[src/hdl/charger_cfg.svh]
// Purpose: offsets, field positions, reset values and timing counts of the sequencer
// Assumes: 20 MHz reference clock
// Notes:   included by the design files and the bench
`ifndef CHARGER_CFG_SVH
`define CHARGER_CFG_SVH

`define CLK_PERIOD_NS     50
`define STAT_PULSE_NS     128000
`define STAT_PULSE_CYC    ((`STAT_PULSE_NS + `CLK_PERIOD_NS - 1) / `CLK_PERIOD_NS)
`define CLK_FREQ_KHZ      20000
`define SW_FREQ_KHZ       1500

`define OFS_CTRL          8'h00
`define OFS_VREG          8'h04
`define OFS_CURRENT       8'h08
`define OFS_STATUS        8'h0C
`define OFS_IRQ_STAT      8'h10
`define OFS_IRQ_MASK      8'h14

`define CTRL_STAT_EN      0
`define CTRL_CHG_DIS      1
`define CTRL_TERM_EN      2
`define CTRL_RESET        3
`define CTRL_HIZ          4
`define CTRL_RESET_VAL    5'h05

`define VREG_MAX_CODE     6'h2F
`define VREG_RESET_VAL    6'h05
`define ICHG_LSB          0
`define ITERM_LSB         4
`define CURRENT_RESET_VAL 7'h23

`define IRQ_FAULT         0
`define IRQ_DONE          1
`define IRQ_SUPPLY        2

`endif

[src/hdl/charger_pkg.sv]
// Purpose: types shared by the charge sequencer modules
// Assumes: nothing
// Notes:   phase codes are one-hot
package charger_pkg;
   typedef enum logic [5:0] {
      PH_IDLE   = 6'h01,
      PH_COND   = 6'h02,
      PH_CC     = 6'h04,
      PH_CV     = 6'h08,
      PH_DETECT = 6'h10,
      PH_DONE   = 6'h20
   } phase_t;
endpackage

[src/hdl/pulse_if.sv]
// Purpose: trigger and busy flag between sequencer and status pulse timer
// Assumes: one clock domain
// Notes:   trig is a one-cycle request
interface pulse_if;
   logic trig;
   logic active;
   modport requester (output trig, input active);
   modport timer     (input trig, output active);
endinterface

[src/hdl/charge_sequencer.sv]
// Purpose: charge phase sequencer with status pin, Avalon-MM registers and interrupt
// Assumes: analog comparator levels arrive asynchronously; 20 MHz reference clock
// Notes:   converter loops and detection timing live in the analog section
// Summary of operation
// status pin pulled low while a charge cycle runs
// status pin released when charge is done or the charger is disabled
// any fault sends one 128 us pulse on the status pin
// status enable bit in control gates all status pin signalling
// charge runs conditioning, then constant current, then constant voltage
// below short-battery threshold the fixed wake current is applied
// above short-battery threshold the programmed charge current is used
// regulation voltage programmable from 3.5 V to 4.44 V
// low current in voltage phase above recharge level ends charge, starts detection
// detection finding a battery moves to charge done
// termination current level is programmable by the host
// termination enable at 0 stops low-current termination
// switching converter runs at a fixed 1.5 MHz
// recharge dip, supply toggle, disable toggle, reset bit or hi-z toggle restart charge
// disable bit at 1 holds charging off; writing 0 starts a cycle
`include "charger_cfg.svh"
module charge_sequencer (
   // clock and reset
   input  wire logic        ref_clk,
   input  wire logic        reset,
   // avalon-mm slave
   input  wire logic [7:0]  avs_address,
   input  wire logic        avs_read,
   input  wire logic        avs_write,
   input  wire logic [31:0] avs_writedata,
   output logic      [31:0] avs_readdata,
   output logic             avs_waitrequest,
   // analog comparator levels
   input  wire logic        supply_valid,
   input  wire logic        bat_below_short,
   input  wire logic        bat_at_regulation,
   input  wire logic        bat_below_recharge,
   input  wire logic        current_below_term,
   input  wire logic        battery_present,
   input  wire logic        fault_in,
   // charger controls
   output logic             charge_fet_on,
   output logic             short_battery_wake_current,
   output logic      [3:0]  charge_current_code,
   output logic      [5:0]  battery_regulation_voltage,
   output logic      [2:0]  termination_current_code,
   output logic             converter_clk,
   // open-drain status pin
   output logic             stat_out,
   output logic             stat_oe,
   // interrupt
   output logic             irq
);
   localparam int SW_STEP = `SW_FREQ_KHZ * 2;

   logic [6:0]                s_q;
   logic                      sup_q, short_q, atreg_q, rch_q, term_q, pres_q, flt_q;
   logic                      sup_d_r, flt_d_r;
   logic [4:0]                ctrl_r;
   logic [5:0]                vreg_r;
   logic [6:0]                cur_r;
   logic [2:0]                irq_stat_r;
   logic [2:0]                irq_mask_r;
   logic                      wait_r;
   logic                      ack;
   logic                      wr_ctrl;
   logic [4:0]                ctrl_nxt;
   logic                      restart;
   logic                      enabled;
   logic                      enabled_nxt;
   logic                      charging;
   logic [2:0]                events;
   logic [31:0]               rd_mux;
   logic [15:0]               sw_acc_r;
   charger_pkg::phase_t       phase_r, phase_nxt;
   pulse_if                   pif ();

   sync2 #(.WIDTH(7)) u_sync (
      .ref_clk (ref_clk),
      .reset   (reset),
      .d       ({supply_valid, bat_below_short, bat_at_regulation, bat_below_recharge,
                 current_below_term, battery_present, fault_in}),
      .q       (s_q)
   );
   assign {sup_q, short_q, atreg_q, rch_q, term_q, pres_q, flt_q} = s_q;

   stat_pulse u_pulse (
      .ref_clk (ref_clk),
      .reset   (reset),
      .p       (pif.timer)
   );

   // bus handshake: one wait cycle, then a single acknowledge cycle
   assign ack = (avs_read || avs_write) && !wait_r;

   always_ff @(posedge ref_clk) begin
      if (reset) begin
         wait_r <= 1'b1;
      end else begin
         wait_r <= !((avs_read || avs_write) && wait_r);
      end
   end
   assign avs_waitrequest = wait_r;

   always_comb begin
      rd_mux = 32'h0000_0000;
      unique case (avs_address)
         `OFS_CTRL:     rd_mux = {27'h0, ctrl_r};
         `OFS_VREG:     rd_mux = {26'h0, vreg_r};
         `OFS_CURRENT:  rd_mux = {25'h0, cur_r};
         `OFS_STATUS:   rd_mux = {24'h0, pif.active, sup_q, phase_r};
         `OFS_IRQ_STAT: rd_mux = {29'h0, irq_stat_r};
         `OFS_IRQ_MASK: rd_mux = {29'h0, irq_mask_r};
         default:       rd_mux = 32'h0000_0000;
      endcase
   end

   always_ff @(posedge ref_clk) begin
      if (reset) begin
         avs_readdata <= 32'h0000_0000;
      end else if (avs_read && wait_r) begin
         avs_readdata <= rd_mux;
      end
   end

   assign wr_ctrl = ack && avs_write && avs_address == `OFS_CTRL;

   // reset bit is self-clearing: it only fires the restart
   always_comb begin
      ctrl_nxt = ctrl_r;
      ctrl_nxt[`CTRL_RESET] = 1'b0;
      if (wr_ctrl) begin
         ctrl_nxt = avs_writedata[4:0];
      end
   end

   always_ff @(posedge ref_clk) begin
      if (reset) begin
         ctrl_r <= `CTRL_RESET_VAL;
      end else begin
         ctrl_r <= ctrl_nxt;
      end
   end

   always_ff @(posedge ref_clk) begin
      if (reset) begin
         vreg_r <= `VREG_RESET_VAL;
         cur_r  <= `CURRENT_RESET_VAL;
      end else if (ack && avs_write) begin
         if (avs_address == `OFS_VREG) begin
            // codes past the top of the range clamp to 4.44 V
            vreg_r <= (avs_writedata[5:0] > `VREG_MAX_CODE) ? `VREG_MAX_CODE
                                                            : avs_writedata[5:0];
         end
         if (avs_address == `OFS_CURRENT) begin
            cur_r <= avs_writedata[6:0];
         end
      end
   end

   // delayed levels for restart and fault edges
   always_ff @(posedge ref_clk) begin
      if (reset) begin
         sup_d_r <= 1'b0;
         flt_d_r <= 1'b0;
      end else begin
         sup_d_r <= sup_q;
         flt_d_r <= flt_q;
      end
   end

   assign enabled  = sup_q && !ctrl_r[`CTRL_CHG_DIS] && !ctrl_r[`CTRL_HIZ];
   // judged on the value being written, so enable and disable act without a lag
   assign enabled_nxt = sup_q && !ctrl_nxt[`CTRL_CHG_DIS] && !ctrl_nxt[`CTRL_HIZ];
   assign restart  = (sup_q != sup_d_r)
                  || (ctrl_nxt[`CTRL_CHG_DIS] != ctrl_r[`CTRL_CHG_DIS])
                  || (wr_ctrl && avs_writedata[`CTRL_RESET])
                  || (ctrl_nxt[`CTRL_HIZ] != ctrl_r[`CTRL_HIZ])
                  || (phase_r == charger_pkg::PH_DONE && rch_q);
   assign charging = phase_r inside {charger_pkg::PH_COND, charger_pkg::PH_CC,
                                     charger_pkg::PH_CV};

   always_comb begin
      phase_nxt = phase_r;
      unique case (phase_r)
         charger_pkg::PH_IDLE:   phase_nxt = charger_pkg::PH_IDLE;
         charger_pkg::PH_COND:   if (!short_q) phase_nxt = charger_pkg::PH_CC;
         charger_pkg::PH_CC:     if (atreg_q) phase_nxt = charger_pkg::PH_CV;
         charger_pkg::PH_CV:     if (ctrl_r[`CTRL_TERM_EN] && term_q && !rch_q)
                                    phase_nxt = charger_pkg::PH_DETECT;
         charger_pkg::PH_DETECT: if (pres_q) phase_nxt = charger_pkg::PH_DONE;
         charger_pkg::PH_DONE:   phase_nxt = charger_pkg::PH_DONE;
         default:                phase_nxt = charger_pkg::PH_IDLE;
      endcase
      if (restart || !enabled_nxt) begin
         phase_nxt = enabled_nxt ? charger_pkg::PH_COND : charger_pkg::PH_IDLE;
      end
   end

   always_ff @(posedge ref_clk) begin
      if (reset) begin
         phase_r <= charger_pkg::PH_IDLE;
      end else begin
         phase_r <= phase_nxt;
      end
   end

   // power stage controls, registered so the pins never glitch
   always_ff @(posedge ref_clk) begin
      if (reset) begin
         charge_fet_on              <= 1'b0;
         short_battery_wake_current <= 1'b0;
         charge_current_code        <= 4'h0;
         battery_regulation_voltage <= `VREG_RESET_VAL;
         termination_current_code   <= 3'h0;
      end else begin
         charge_fet_on              <= phase_nxt inside {charger_pkg::PH_COND,
                                       charger_pkg::PH_CC, charger_pkg::PH_CV};
         short_battery_wake_current <= phase_nxt == charger_pkg::PH_COND;
         charge_current_code        <= (phase_nxt inside {charger_pkg::PH_CC,
                                        charger_pkg::PH_CV}) ? cur_r[3:0] : 4'h0;
         battery_regulation_voltage <= vreg_r;
         termination_current_code   <= cur_r[6:4];
      end
   end

   // 1.5 MHz from 20 MHz: fractional accumulator toggles at twice the rate
   always_ff @(posedge ref_clk) begin
      if (reset) begin
         sw_acc_r      <= 16'h0000;
         converter_clk <= 1'b0;
      end else if (!sup_q || ctrl_r[`CTRL_HIZ]) begin
         sw_acc_r      <= 16'h0000;
         converter_clk <= 1'b0;
      end else if (sw_acc_r + 16'(SW_STEP) >= 16'(`CLK_FREQ_KHZ)) begin
         sw_acc_r      <= sw_acc_r + 16'(SW_STEP) - 16'(`CLK_FREQ_KHZ);
         converter_clk <= !converter_clk;
      end else begin
         sw_acc_r <= sw_acc_r + 16'(SW_STEP);
      end
   end

   // interrupt events; supply arrival is also reported on the pin
   assign events[`IRQ_FAULT]  = flt_q && !flt_d_r;
   assign events[`IRQ_DONE]   = phase_nxt == charger_pkg::PH_DONE
                             && phase_r != charger_pkg::PH_DONE;
   assign events[`IRQ_SUPPLY] = sup_q && !sup_d_r;
   assign pif.trig            = events[`IRQ_FAULT] || events[`IRQ_SUPPLY];

   always_ff @(posedge ref_clk) begin
      if (reset) begin
         irq_stat_r <= 3'h0;
      end else if (ack && avs_write && avs_address == `OFS_IRQ_STAT) begin
         // a new event wins over a clear in the same cycle
         irq_stat_r <= (irq_stat_r & ~avs_writedata[2:0]) | events;
      end else begin
         irq_stat_r <= irq_stat_r | events;
      end
   end

   always_ff @(posedge ref_clk) begin
      if (reset) begin
         irq_mask_r <= 3'h0;
         irq        <= 1'b0;
      end else begin
         if (ack && avs_write && avs_address == `OFS_IRQ_MASK) begin
            irq_mask_r <= avs_writedata[2:0];
         end
         irq <= |(irq_stat_r & irq_mask_r);
      end
   end

   // open-drain pin: pulse inverts the charging level so it shows in either state
   always_ff @(posedge ref_clk) begin
      if (reset) begin
         stat_out <= 1'b0;
         stat_oe  <= 1'b0;
      end else begin
         stat_out <= 1'b0;
         // a charger losing its supply releases the pin on the same edge as its phase falls back
         stat_oe  <= ctrl_r[`CTRL_STAT_EN]
                     && ((charging && enabled) ^ pif.active);
      end
   end
endmodule

[src/hdl/sync2.sv]
// Purpose: two-stage synchroniser for a bus of independent levels
// Assumes: each bit is a slow level, no word coherence needed
// Notes:   first stage feeds only the second
module sync2 #(
   parameter int WIDTH = 8
) (
   // clock and reset
   input  wire logic             ref_clk,
   input  wire logic             reset,
   // levels
   input  wire logic [WIDTH-1:0] d,
   output logic      [WIDTH-1:0] q
);
   logic [WIDTH-1:0] meta_r;

   always_ff @(posedge ref_clk) begin
      if (reset) begin
         meta_r <= '0;
         q      <= '0;
      end else begin
         meta_r <= d;
         q      <= meta_r;
      end
   end
endmodule

[src/hdl/stat_pulse.sv]
// Purpose: fixed-length interrupt pulse for the status pin
// Assumes: 20 MHz clock
// Notes:   a trigger during a running pulse restarts it
`include "charger_cfg.svh"
module stat_pulse #(
   parameter int PULSE_CYC = `STAT_PULSE_CYC
) (
   // clock and reset
   input  wire logic ref_clk,
   input  wire logic reset,
   // request
   pulse_if.timer    p
);
   logic [15:0] cnt_r;
   logic [15:0] len_r;

   always_ff @(posedge ref_clk) begin
      if (reset) begin
         cnt_r    <= 16'h0000;
         p.active <= 1'b0;
      end else if (p.trig) begin
         cnt_r    <= 16'(PULSE_CYC - 1);
         p.active <= 1'b1;
      end else if (cnt_r != 16'h0000) begin
         cnt_r <= cnt_r - 16'h0001;
      end else begin
         p.active <= 1'b0;
      end
   end

   // cycles the pulse has stood since its last trigger, for the upper bound only
   always_ff @(posedge ref_clk) begin
      if (reset || p.trig || !p.active) begin
         len_r <= 16'h0000;
      end else begin
         len_r <= len_r + 16'h0001;
      end
   end
endmodule

[config.mk]
export PLATFORM = sky130hd
export DESIGN_NAME = charge_sequencer
export DESIGN_NICKNAME = d
export VERILOG_FILES = /design/src/hdl/charger_pkg.sv /design/src/hdl/pulse_if.sv /design/src/hdl/charge_sequencer.sv /design/src/hdl/sync2.sv /design/src/hdl/stat_pulse.sv
export VERILOG_INCLUDE_DIRS = /design/src /design/src/hdl
export SDC_FILE = /design/constraint.sdc
export NUM_CORES = 1
export LEC_CHECK = 0
export BUFFER_PORTS_ARGS = -buffer_cell sky130_fd_sc_hd__buf_2
export CORE_MARGIN = 4
export CORE_UTILIZATION = 33
export CTS_BUF_LIST = sky130_fd_sc_hd__clkbuf_8
export DETAILED_ROUTE_END_ITERATION = 10
export MAX_ROUTING_LAYER = met4
export PLACE_DENSITY = 0.57
export SLEW_MARGIN = 20
export SYNTH_ARGS = -nofsm -noshare
export SYNTH_HDL_FRONTEND = slang
export SYNTH_HIERARCHICAL = 1
export SYNTH_SLANG_ARGS = --single-unit
[constraint.sdc]
create_clock -name ref_clk -period 2.9 [get_ports ref_clk]
set_clock_uncertainty 0.2 [all_clocks]
set_input_delay 0.29 -clock ref_clk [delete_from_list [all_inputs] [get_ports ref_clk]]
set_output_delay 0.29 -clock ref_clk [all_outputs]
set_load 0.005 [all_outputs]
# --- Word level (Yosys, flattened, before mapping) ---
# Index checks and enable logic that the tools add are counted.
word_totals:
  regBits: 130
  in_bits: 51
  output_inout_bits: 52
classes:
  add_sub_neg: 3
  n_lt_le_gt_ge: 2
  n_eq_ne: 19
  muxes: 16
  bitwise_logic: 8
  reduce_logical: 53
ops:
  columns: ["op", "n"]
  rows:
  - ["$pmux 8 s6", 1]
  - ["$mux 6", 6]
  - ["$pmux 6 s5", 1]
  - ["$mux 12", 2]
  - ["$logic_and 1x1->1", 20]
  - ["$add 16x12->16 const B", 1]
  - ["$eq 8x4->1 const B", 2]
  - ["$eq 8x5->1 const B", 2]
  - ["$ge 16x15->1 const B", 1]
  - ["$mux 16", 1]
  - ["$reduce_bool 16->1", 1]
  - ["$sub 16x1->16 const B", 1]
  - ["$sub 16x15->16 const B", 1]
  - ["$eq 6x2->1 const B", 2]
  - ["$eq 6x3->1 const B", 2]
  - ["$eq 6x4->1 const B", 2]
  - ["$eq 6x6->1 const B", 2]
  - ["$logic_not 1->1", 12]
  - ["$eq 8x3->1 const B", 1]
  - ["$logic_not 8->1", 1]
  - ["$logic_or 1x1->1", 8]
  - ["$reduce_or 2->1", 4]
  - ["$and 3x3->3", 2]
  - ["$eq 6x5->1 const B", 1]
  - ["other kinds (16)", 24]

# --- Longest topological paths before layout ---
# Gate-level depths: netlist (run 1).
depth:
  word_depth: 16
  depth_mapped: 10
  mapped_depth_nobuf: 10

# --- By module ---
# The synthesis (run 1) kept the hierarchy.
by_module_without_submodules:
  columns: ["mod", "n_inst", "cells_per_inst", "area_each_um2", "seq_area_each_um2"]
  rows:
  - ["charge_sequencer", 1, 447, 3853.7, 1441.4]
  - ["stat_pulse", 1, 100, 907.1, 340.3]
  - ["sync2", 1, 29, 407.9, 280.3]

# --- Worst setup path after synthesis (run 1) ---
# OpenSTA, ideal clock, no wires.
synth_timing:
  kind: "register -> register"
  start: "register sw_acc_r[3]"
  end: "register sw_acc_r[15]"
  arrival_ps: 2338
  slack_ps: 276
  stages_incl_launch_ff: 10
  path_cell_list: "dfxtp_1 -> inv_1 -> ha_1 -> or3_1 -> o32ai_2 -> o221ai_1 -> a21boi_1 -> nand2b_1 -> a2111o_1 -> a211oi_1"
synth_via:
  elab_chain_cells: 3
  word_cells_on_any_way: 4
synth_rtl:
  columns: ["element", "line", "text"]
  rows:
  - ["start: declaration", "charge_sequencer.sv:73", "logic [15:0] sw_acc_r;"]
  - ["start signal: assignment", "charge_sequencer.sv:235", "sw_acc_r <= sw_acc_r + 16'(SW_STEP) - 16'(`CLK_FREQ_KHZ);"]
  - ["start signal: assignment", "charge_sequencer.sv:238", "sw_acc_r <= sw_acc_r + 16'(SW_STEP);"]
  - ["$add 16x12->16 (*)", "charge_sequencer.sv:234, charge_sequencer.sv:235, charge_sequencer.sv:238", null]
  - ["$sub 16x15->16 or $ge 16x15->1 (tied branches)", "charge_sequencer.sv:235, charge_sequencer.sv:234", null]
  - ["$mux 16 (*)", "charge_sequencer.sv:234", "end else if (sw_acc_r + 16'(SW_STEP) >= 16'(`CLK_FREQ_KHZ)) begin"]
# Mark *: on every way between the ends. The rest lies on a longest branch, timed or not.
# A chain may end at the register's enable or synchronous reset.

# --- Final worst setup path (run 1) ---
# Same ends and word-level chain as after synthesis.

==> run_results.csv, run 1 <==
group,metric,value,unit
status,outcome,"completed",
grt,grt_overflow,0,
clock_network,cts_tree,"done",
layout,drive_gt1_share,20.3,%
floorplan,die_w,133,µm
clock_network,cts.path.max_buffers,2,
synthesis,synth_edf_count,0,
synthesis,yosys_warnings,6,
timing,rsz0062_at_grt,"false",
worst_setup_path,crit_buf_inv,1,
clock_network,cts_buffers,9,
floorplan,rows,45,
floorplan,io_pins,103,
timing,final.setup.tns,0,ns
floorplan,initial_utilization,33.9,%
worst_setup_path,critical_path_class,"register to register",
drt,vias_per_cell,5.11,
floorplan,dieArea,17700,µm²
worst_setup_path,crit_family,"compound AO/OA/AOI/OAI gates",
worst_setup_path,rr_worst_depth,10,
clock_network,htreeDepth,3,
placement,hpwl,9260,µm
power,cellLeakagePower,2.31,nW
worst_setup_path,cp_slowest_cell,"or4_1",
timing,setup_viol,0,
floorplan,core_region_area,15300,µm²
placement,gp_congestion,0.835,
grt,grt_pass1_wl,20200,µm
worst_setup_path,r2r_end,"sw_acc_r[15]",
clock_network,clk-insertion-delay-late,0.38,ns
clock_network,clk_pin_slew,0.10,ns
synthesis,seq_area_frac_synth,39.9,%
timing,fin_crit_sh,94.1,%
layout,regArea,2060,µm²
worst_hold_path,min_path_cells,3,
drt,wl_per_cell,14.5,µm
job,max_cap_violations,0,
grt,antenna_found_initial,0,
drt,drt_iter0_drc,363,
clock_network,cts.sinks,103,
synthesis,ys_ff_latch,103,
timing,finalCriticalPeriod,2.73,ns
worst_setup_path,max_stage_delay,0.53,ns
layout,fillers,1523,
synthesis,ys.flop_type,"dfxtp_1",
placement,numPortBuffers,52,
drt,vias,4407,
timing,fmax,366,MHz
worst_setup_path,crit_chain,"buf_12 > or4_1 > nand2_2 > ha_1 > and2_0 > o221ai_1 > a21boi_4 > nand2b_1 > a2111o_1 > a211oi_2",
worst_setup_path,start_kind,"register",
synthesis,async_flop_share,0,%
power,p_per_area,475,nW/µm²
worst_setup_path,r2r_start,"sw_acc_r[3]",
drt,ant_nets,0,
timing,hold_viol_final,0,
grt,grt_pass1_vias,4088,
timing,worst_pin_slew,0.748,ns
clock_network,cts_root_buf,"clkbuf_8",
drt,wirelength,12500,µm
synthesis,ys_types,84,
timing,finalHoldWorstSlack,0.0413,ns
worst_setup_path,crit_path_end_kind,"register",
synthesis,syn_area_per_cell,8.97,µm²
worst_setup_path,cp_max_fo,8,
timing,relSlewSlack,49.7,%
grt,grt_max_degree,63,
layout,antenna_cells,0,
worst_hold_path,min_to,"irq_mask_r[2]",
synthesis,syn_inst,576,
layout,finalNetCount,705,
synthesis,syn_area,5170,µm²
drt,first_pass_iters,5,
power,irDropWorstVdd,0.249,mV
layout,area_growth_syn_to_layout,15.5,%
clock_network,cts_setup_buffers,0,
layout,multi_input_area,2860,µm²
grt,grt_usage,14.4,%
floorplan,dieHeight,133,µm
worst_hold_path,hold_path_startpoint,"avs_writedata[2]",
worst_setup_path,cp_data_arrival_time,2.84,ns
worst_setup_path,timing.reg2reg.setup_slack,0.17,ns
drt,drcViolationCount,0,
worst_hold_path,hold_path_class,"input pin to register",
worst_setup_path,worstPathRequired,3.01,ns
timing,finalMaxSlewViolations,0,
flip-flops by register name, indices dropped and copies added, names as in the netlist, 3 cells and up:
| name | cells |
|---|---|
| cur_r | 7 |
| termination_current_code | 3 |
| avs_readdata | 8 |
| sw_acc_r | 13 |
| ctrl_r | 5 |
| battery_regulation_voltage | 6 |
| u_pulse/cnt_r | 16 |
| u_sync/q | 7 |
| vreg_r | 6 |
| phase_r | 6 |
| irq_mask_r | 3 |
| irq_stat_r | 3 |
| charge_current_code | 4 |
| u_sync/meta_r | 7 |
cells by family (layout without fill, tap and decap cells):
family,after synthesis,count (layout),synth area share [%]
flip-flops,103,103,39.9
AND/OR/NAND/NOR,236,236,26.4
multiplexers,16,16,3.10
AO/OA/AOI/OAI,130,130,18.9
other,1,25,0.0726
adder cells (fa/ha/maj),7,7,1.69
XOR/XNOR,16,16,2.71
buffers and inverters,67,118,7.29
tightest hold or removal path: cells and delay by family:
family	cells	cell delay, ns
simple gates	1	0.08
compound gates	1	0.06
buf+inv	1	0.14
cell usage after synthesis (all sizes together) (6+ instances only):
cell type / number / area share [%]
a21oi: 39 / 3.8
a22oi: 6 / 0.87
a31oi: 14 / 1.8
and2: 12 / 1.5
buf: 33 / 4.7
clkbuf: 11 / 0.80
dfxtp: 103 / 40
ha: 7 / 1.7
inv: 21 / 1.5
mux2i: 16 / 3.1
nand2: 45 / 3.3
nand2b: 15 / 2.0
nand3: 13 / 1.3
nor2: 56 / 4.4
nor2b: 22 / 3.1
nor3: 8 / 0.77
nor3b: 7 / 1.0
nor4: 10 / 1.9
o21ai: 21 / 2.0
or3: 16 / 2.3
or4: 6 / 0.90
xnor2: 10 / 1.7
xor2: 6 / 1.0
through the flow:
stage	util [%]	total power, mW	cell area, µm²	setup slack, ns	std cells
2_1_floorplan	-	1.90	5260	0.276	600
3_3_place_gp	36.9	1.98	5630	0.151	835
6_report	39.1	2.84	5970	0.171	862
4_1_cts	38.8	2.87	5930	0.0927	862
5_1_grt	39.1	2.99	5970	0.0114	862
3_5_place_dp	36.9	1.99	5630	0.108	835
cells in the final DEF, fill, tap and decap left out, types with 3 or more instances in the layout:
cell           synthesis  routed
nor2b_1               12      12
nor3b_1                7       7
a31o_2                 3       3
nor4_1                 7       7
or4_1                  5       5
o211ai_1               3       3
nand3b_1               5       5
a31oi_1               13      13
o21ai_0               20      20
ha_1                   7       7
a2111oi_0              3       3
nand2b_1              14      13
dfxtp_1              103     103
mux2i_1               16      16
and3_1                 3       3
xnor2_1               10      10
and2_1                10      10
a222oi_1               5       5
buf_4                 27      16
conb_1                 1      25
nand2_1               44      43
nor2b_2               10      10
a21oi_1               38      37
nand4_1                3       3
nand3_1               13      13
or3_1                 12      12
inv_6                  0       3
nor3_1                 8       8
and2b_1                3       3
nor2_1                53      53
a22oi_1                6       6
buf_2                  3      52
or3_4                  4       4
or2_2                  3       3
xor2_1                 6       6
inv_1                 21      21
clkbuf_8               0       9
o31a_1                 3       3
dlygate4sd3_1          0      12
power breakdown:
part | internal [mW] | leakage (nW) | switching, mW
sequential | 1.47 | 0.839 | 0.0691
combinational | 0.192 | 1.39 | 0.246
clock | 0.323 | 0.0846 | 0.531
total | 1.99 | 2.31 | 0.846
layer usage:
metal	part of all wire [%]	track usage, %
met4	2.4	5.31
met2	46	22.3
met5	0	-
met1	46	18.3
met3	5.3	3.29
layout make-up:
class                      instances  share of cell area, %
clock buffer                       9                   2.08
clock inverter                     6                  0.880
inverter                          22                   1.38
multi-input combinational        430                   48.0
sequential                       103                   34.5
tap                              211                   4.42
timing repair buffer              81                   8.72
worst max path at each step:
stage / from / to / slack, ns / cells past startpoint
after floorplan: sw_acc_r[3] / sw_acc_r[15] / 0.28 / 9
after detailed placement: sw_acc_r[3] / sw_acc_r[15] / 0.11 / 10
after CTS: sw_acc_r[3] / sw_acc_r[15] / 0.09 / 10
final: sw_acc_r[3] / sw_acc_r[15] / 0.17 / 10
after global routing: sw_acc_r[3] / sw_acc_r[15] / 0.01 / 10
after global placement: sw_acc_r[3] / sw_acc_r[15] / 0.15 / 10
repair_timing:
action,in CTS,in global routing
hold buffers,12,0
hold endpoints to repair,11,0
setup endpoints to repair,0,6
gates resized for setup,0,8
Note: power is estimated with default switching activity, not from simulation.
==> inputs of run 2 (changes only) <==
--- a/config.mk
+++ b/config.mk
@@ -6,13 +6,12 @@
 export SDC_FILE = /design/constraint.sdc
 export NUM_CORES = 1
 export LEC_CHECK = 0
-export BUFFER_PORTS_ARGS = -buffer_cell sky130_fd_sc_hd__buf_2
+export BUFFER_PORTS_ARGS = -buffer_cell sky130_fd_sc_hd__buf_4
 export CORE_MARGIN = 4
 export CORE_UTILIZATION = 33
 export CTS_BUF_LIST = sky130_fd_sc_hd__clkbuf_8
 export DETAILED_ROUTE_END_ITERATION = 10
 export MAX_ROUTING_LAYER = met4
-export PLACE_DENSITY = 0.57
 export SLEW_MARGIN = 20
 export SYNTH_ARGS = -nofsm -noshare
 export SYNTH_HDL_FRONTEND = slang
==> run_results.csv, run 2 (synthesis results as in run 1) <==
group,metric,value,unit
status,outcome,"completed",
layout,top_regs,"u_pulse/cnt_r x16, sw_acc_r x13, avs_readdata x8",
layout,stdcell_count,864,
floorplan,dieArea,17700,µm²
clock_network,cts_root_buf,"clkbuf_8",
timing,relSlewSlack,53.6,%
drt,vias_per_cell,5.05,
timing,fin_crit_sh,94.5,%
grt,grt_usage,14.6,%
drt,ant_nets,0,
layout,fillers,1485,
worst_setup_path,cp_slowest_cell,"or4_1",
drt,drt_iter0_drc,303,
worst_setup_path,critical_path_class,"register to register",
grt,grt_pass1_vias,4218,
clock_network,cts_buffers,9,
drt,vias,4364,
placement,gp_congestion,0.893,
timing,final.setup.tns,0,ns
power,cellLeakagePower,2.39,nW
worst_setup_path,crit_buf_inv,1,
worst_setup_path,worstPathRequired,3.00,ns
clock_network,cts.path.max_buffers,2,
drt,wirelength,12600,µm
layout,regArea,2060,µm²
layout,final_area,6180,µm²
floorplan,initial_utilization,33.9,%
layout,antenna_cells,0,
placement,placed_cells,835,
timing,worst_pin_slew,0.691,ns
drt,drcViolationCount,0,
clock_network,clk-insertion-delay-late,0.37,ns
layout,layout.cells.most_common,"dfxtp_1",
floorplan,core_region_area,15300,µm²
placement,placed_area,5750,µm²
placement,hpwl,9380,µm
floorplan,dieHeight,133,µm
floorplan,io_pins,103,
layout,final_core_util,40.5,%
layout,mostFrequentLayoutCells,"dfxtp_1, buf_4, nor2_1",
clock_network,cts_tree,"done",
worst_setup_path,cp_max_fo,7,
worst_setup_path,cp_data_arrival_time,2.84,ns
timing,hold_viol_final,0,
layout,largest_reg_flops,16,
clock_network,htreeDepth,3,
floorplan,rows,45,
worst_setup_path,max_stage_delay,0.53,ns
timing,finalCriticalPeriod,2.74,ns
worst_setup_path,start_kind,"register",
worst_setup_path,crit_family,"simple AND/OR/NAND/NOR gates",
timing,fmax,365,MHz
job,max_cap_violations,0,
power,p_per_area,509,nW/µm²
timing,rsz0062_at_grt,"false",
grt,grt_pass1_wl,20600,µm
layout,finalNetCount,706,
worst_setup_path,crit_path_end_kind,"register",
clock_network,cts.sinks,103,
grt,antenna_found_initial,0,
layout,largest_register,"u_pulse/cnt_r",
drt,wl_per_cell,14.6,µm
worst_setup_path,crit_chain,"buf_4 > or4_1 > nand2_2 > ha_1 > and2_0 > o221ai_1 > a21boi_4 > o221a_4 > or3_1 > a21oi_1",
layout,area_growth_syn_to_layout,19.6,%
floorplan,die_w,133,µm
placement,numPortBuffers,52,
layout,drive_gt1_share,20.2,%
layout,multi_input_area,2870,µm²
timing,finalMaxSlewViolations,0,
worst_hold_path,hold_path_class,"input pin to register",
grt,grt_overflow,0,
grt,grt_max_degree,38,
power,irDropWorstVdd,0.271,mV
clock_network,clk_pin_slew,0.10,ns
timing,setup_viol,0,
drt,first_pass_iters,5,
power,total_power,3.15,mW
[run 2: cell count changes in the layout (fill, tap and decap cells not counted), sizes merged]
| cell | delta |
|---|---|
| bufinv | +4 |
| clkinvlp | -1 |
| clkinv | +1 |
| dlygate4sd3 | +1 |
| inv | -3 |
[run 2: final cells by class]
type | count | share of cell area (%)
clock buffers | 9 | 2.00
repair buffers | 82 | 10.5
well taps | 211 | 4.27
clock inverters | 7 | 2.21
inverters | 22 | 1.34
multi-input cells | 430 | 46.3
flip-flops and latches | 103 | 33.4
[run 2: path summary, 6_finish.rpt]
kind | start | endpoint | slack (ns) | depth (start not counted)
max | sw_acc_r[3] | sw_acc_r[12] | 0.16 | 10
min | avs_writedata[2] | irq_mask_r[2] | 0.03 | 3
max reg2reg | sw_acc_r[3] | sw_acc_r[12] | 0.16 | 10
min reg2reg | sw_acc_r[3] | sw_acc_r[3] | 0.23 | 1
[run 2: timing repair]
item	4_1_cts	5_1_grt
setup buffers	0	0
setup endpoints to repair	0	10
resized for setup	0	8
hold buffers	13	0
endpoints found under the hold margin	15	0
[run 2: metrics by stage]
stage | setup WS, ns | hold slack [ns]
floorplan | 0.276 | 0.162
global placement | 0.117 | 0.218
detailed placement | 0.0470 | 0.224
CTS | 0.0404 | 0.00294
global route | 0.0100 | 0.0123
finish | 0.161 | 0.0260
[run 2: metal layers]
metal / vias to the layer above / track usage, % / routed length, µm
met5: - / - / 0
met4: 0 / 5.20 / 229
met3: 16 / 2.76 / 668
met2: 117 / 24.0 / 6190
met1: 2088 / 17.8 / 5500
li1: 2143 / - / -
[run 2: power by group]
| group | total, mW | internal, mW | switching [mW] |
|---|---|---|---|
| combinational | 0.452 | 0.204 | 0.248 |
| clock | 1.15 | 0.656 | 0.497 |
| sequential | 1.54 | 1.47 | 0.0682 |
| total | 3.15 | 2.33 | 0.813 |
[run 2: tightest hold or removal path, stage by stage]
cell     delay, ns
buf_4         0.14
nand3_1       0.07
a21oi_1       0.05
==> inputs of run 3 (changes only) <==
--- a/config.mk
+++ b/config.mk
@@ -8,8 +8,7 @@
 export LEC_CHECK = 0
 export BUFFER_PORTS_ARGS = -buffer_cell sky130_fd_sc_hd__buf_4
 export CORE_MARGIN = 4
-export CORE_UTILIZATION = 33
-export CTS_BUF_LIST = sky130_fd_sc_hd__clkbuf_8
+export CORE_UTILIZATION = 24
 export DETAILED_ROUTE_END_ITERATION = 10
 export MAX_ROUTING_LAYER = met4
 export SLEW_MARGIN = 20
==> run_results.csv, run 3 (synthesis results as in run 1) <==
group,metric,value,unit
status,outcome,"completed",
power,total_power,3.12,mW
worst_setup_path,r2r_end,"sw_acc_r[12]",
timing,hold_viol_final,0,
layout,final_core_util,29.7,%
worst_hold_path,hold_path_startpoint,"avs_writedata[0]",
clock_network,clk-insertion-delay-late,0.35,ns
grt,grt_usage,10.4,%
floorplan,dieHeight,155,µm
worst_setup_path,start_kind,"register",
layout,multi_input_area,2820,µm²
timing,relSlewSlack,48.8,%
power,p_per_area,498,nW/µm²
timing,timing.final.ws_setup,0.226,ns
layout,largest_reg_flops,16,
floorplan,core_region_area,21100,µm²
drt,vias,4228,
clock_network,cts.sinks,103,
worst_hold_path,min_to,"ctrl_r[0]",
clock_network,cts_root_buf,"clkbuf_16",
timing,finalHoldWorstSlack,0.0136,ns
grt,top_usage_layer,"met2",
layout,largest_register,"u_pulse/cnt_r",
layout,layout.cells.most_common,"dfxtp_1",
clock_network,htreeDepth,3,
placement,gp_congestion,0.824,
worst_setup_path,timing.reg2reg.setup_slack,0.23,ns
timing,finalCriticalPeriod,2.67,ns
layout,final_area,6250,µm²
drt,drcViolationCount,0,
layout,stdcell_count,932,
layout,fillers,2273,
job,max_cap_violations,0,
worst_setup_path,worstPathRequired,2.98,ns
worst_hold_path,hold_path_class,"input pin to register",
timing,fmax,374,MHz
placement,placed_cells,906,
worst_setup_path,crit_path_end_kind,"register",
layout,regArea,2060,µm²
floorplan,initial_utilization,24.5,%
power,irDropWorstVdd,0.227,mV
layout,antenna_cells,0,
drt,wirelength,12300,µm
layout,mostFrequentLayoutCells,"dfxtp_1, buf_4, nor2_1",
layout,top_regs,"u_pulse/cnt_r x16, sw_acc_r x13, avs_readdata x8",
layout,finalNetCount,710,
drt,ant_nets,0,
clock_network,clk_pin_slew,0.07,ns
drt,vias_per_cell,4.54,
grt,antenna_found_initial,0,
clock_network,cts_buffers,9,
floorplan,rows,53,
grt,grt_pass1_vias,3943,
layout,area_growth_syn_to_layout,21.0,%
timing,setup_viol,0,
grt,grt_overflow,0,
grt,grtUsageMet2,15.2,%
clock_network,cts_tree,"done",
worst_hold_path,min_path_cells,3,
clock_network,cts.path.max_buffers,2,
worst_setup_path,cp_max_fo,7,
placement,placed_area,5880,µm²
placement,numPortBuffers,52,
worst_setup_path,rr_worst_depth,9,
grt,grt_max_degree,63,
grt,grtUsageMet1,14.7,%
timing,fin_crit_sh,92.2,%
worst_setup_path,r2r_start,"sw_acc_r[5]",
drt,drt_iter0_drc,337,
grt,grt_pass1_wl,20000,µm
timing,final.setup.tns,0,ns
grt,grt_use_met3,2.38,%
drt,wl_per_cell,13.2,µm
worst_setup_path,critical_path_class,"register to register",
placement,pre_cts_slack,0.210,ns
power,cellLeakagePower,2.39,nW
floorplan,die_w,155,µm
floorplan,io_pins,103,
timing,worst_pin_slew,0.760,ns
layout,drive_gt1_share,20.5,%
worst_setup_path,cp_data_arrival_time,2.75,ns
floorplan,dieArea,23900,µm²
placement,hpwl,9220,µm
timing,finalMaxSlewViolations,0,
timing,rsz0062_at_grt,"false",
drt,first_pass_iters,5,
[run 3: cell count changes in the layout (fill, tap and decap cells not counted), sizes merged]
cell,previous run,this run
inv,22,23
dlygate4sd3,13,10
clkinv,2,3
clkbuf,9,10
clkinvlp,1,2
bufinv,4,0
buf,69,76
[run 3: area by class of cell]
type,instances,share of cell area (%)
Clock buffer,10,3.66
Clock inverter,6,0.680
Inverter,22,1.32
Multi-Input combinational cell,430,45.1
Sequential cell,103,33.0
Tap cell,275,5.50
Timing Repair Buffer,86,10.7
[run 3: worst max-delay path by stage]
stage,cells past startpoint,end,start,slack (ns)
3_3_place_gp,10,sw_acc_r[13],sw_acc_r[4],0.20
5_1_grt,10,sw_acc_r[13],sw_acc_r[4],0.02
2_1_floorplan,9,sw_acc_r[15],sw_acc_r[3],0.28
6_report,9,sw_acc_r[12],sw_acc_r[5],0.23
4_1_cts,10,sw_acc_r[13],sw_acc_r[4],0.20
3_5_place_dp,9,sw_acc_r[15],sw_acc_r[5],0.21
[run 3: routing by layer]
metal  routed length, µm  vias to the layer above
li1                    -                     2164
met5                   0                        -
met4                 118                        0
met1                6120                     1965
met3                 491                       14
met2                5610                       85
[run 3: worst max-delay path, cell delays in order, from the launching register on]
cell and delay [ns]:
dfxtp_1 0.38, or4_1 0.48, nand2_1 0.14, ha_1 0.16
and2_0 0.13, o221ai_1 0.10, a21boi_2 0.19, o221a_4 0.29
or3_1 0.37, a21oi_1 0.14
[run 3: where the power goes]
group / internal [mW] / switching, mW / total [mW]
sequential: 1.47 / 0.0688 / 1.54
clock: 0.586 / 0.538 / 1.12
combinational: 0.205 / 0.243 / 0.448
[run 3: timing repair]
action,in CTS,in global routing
buffers inserted,0,0
hold buffers,10,0
hold endpoints to repair,9,0
endpoints found under the setup margin,0,4
gates resized for setup,0,1
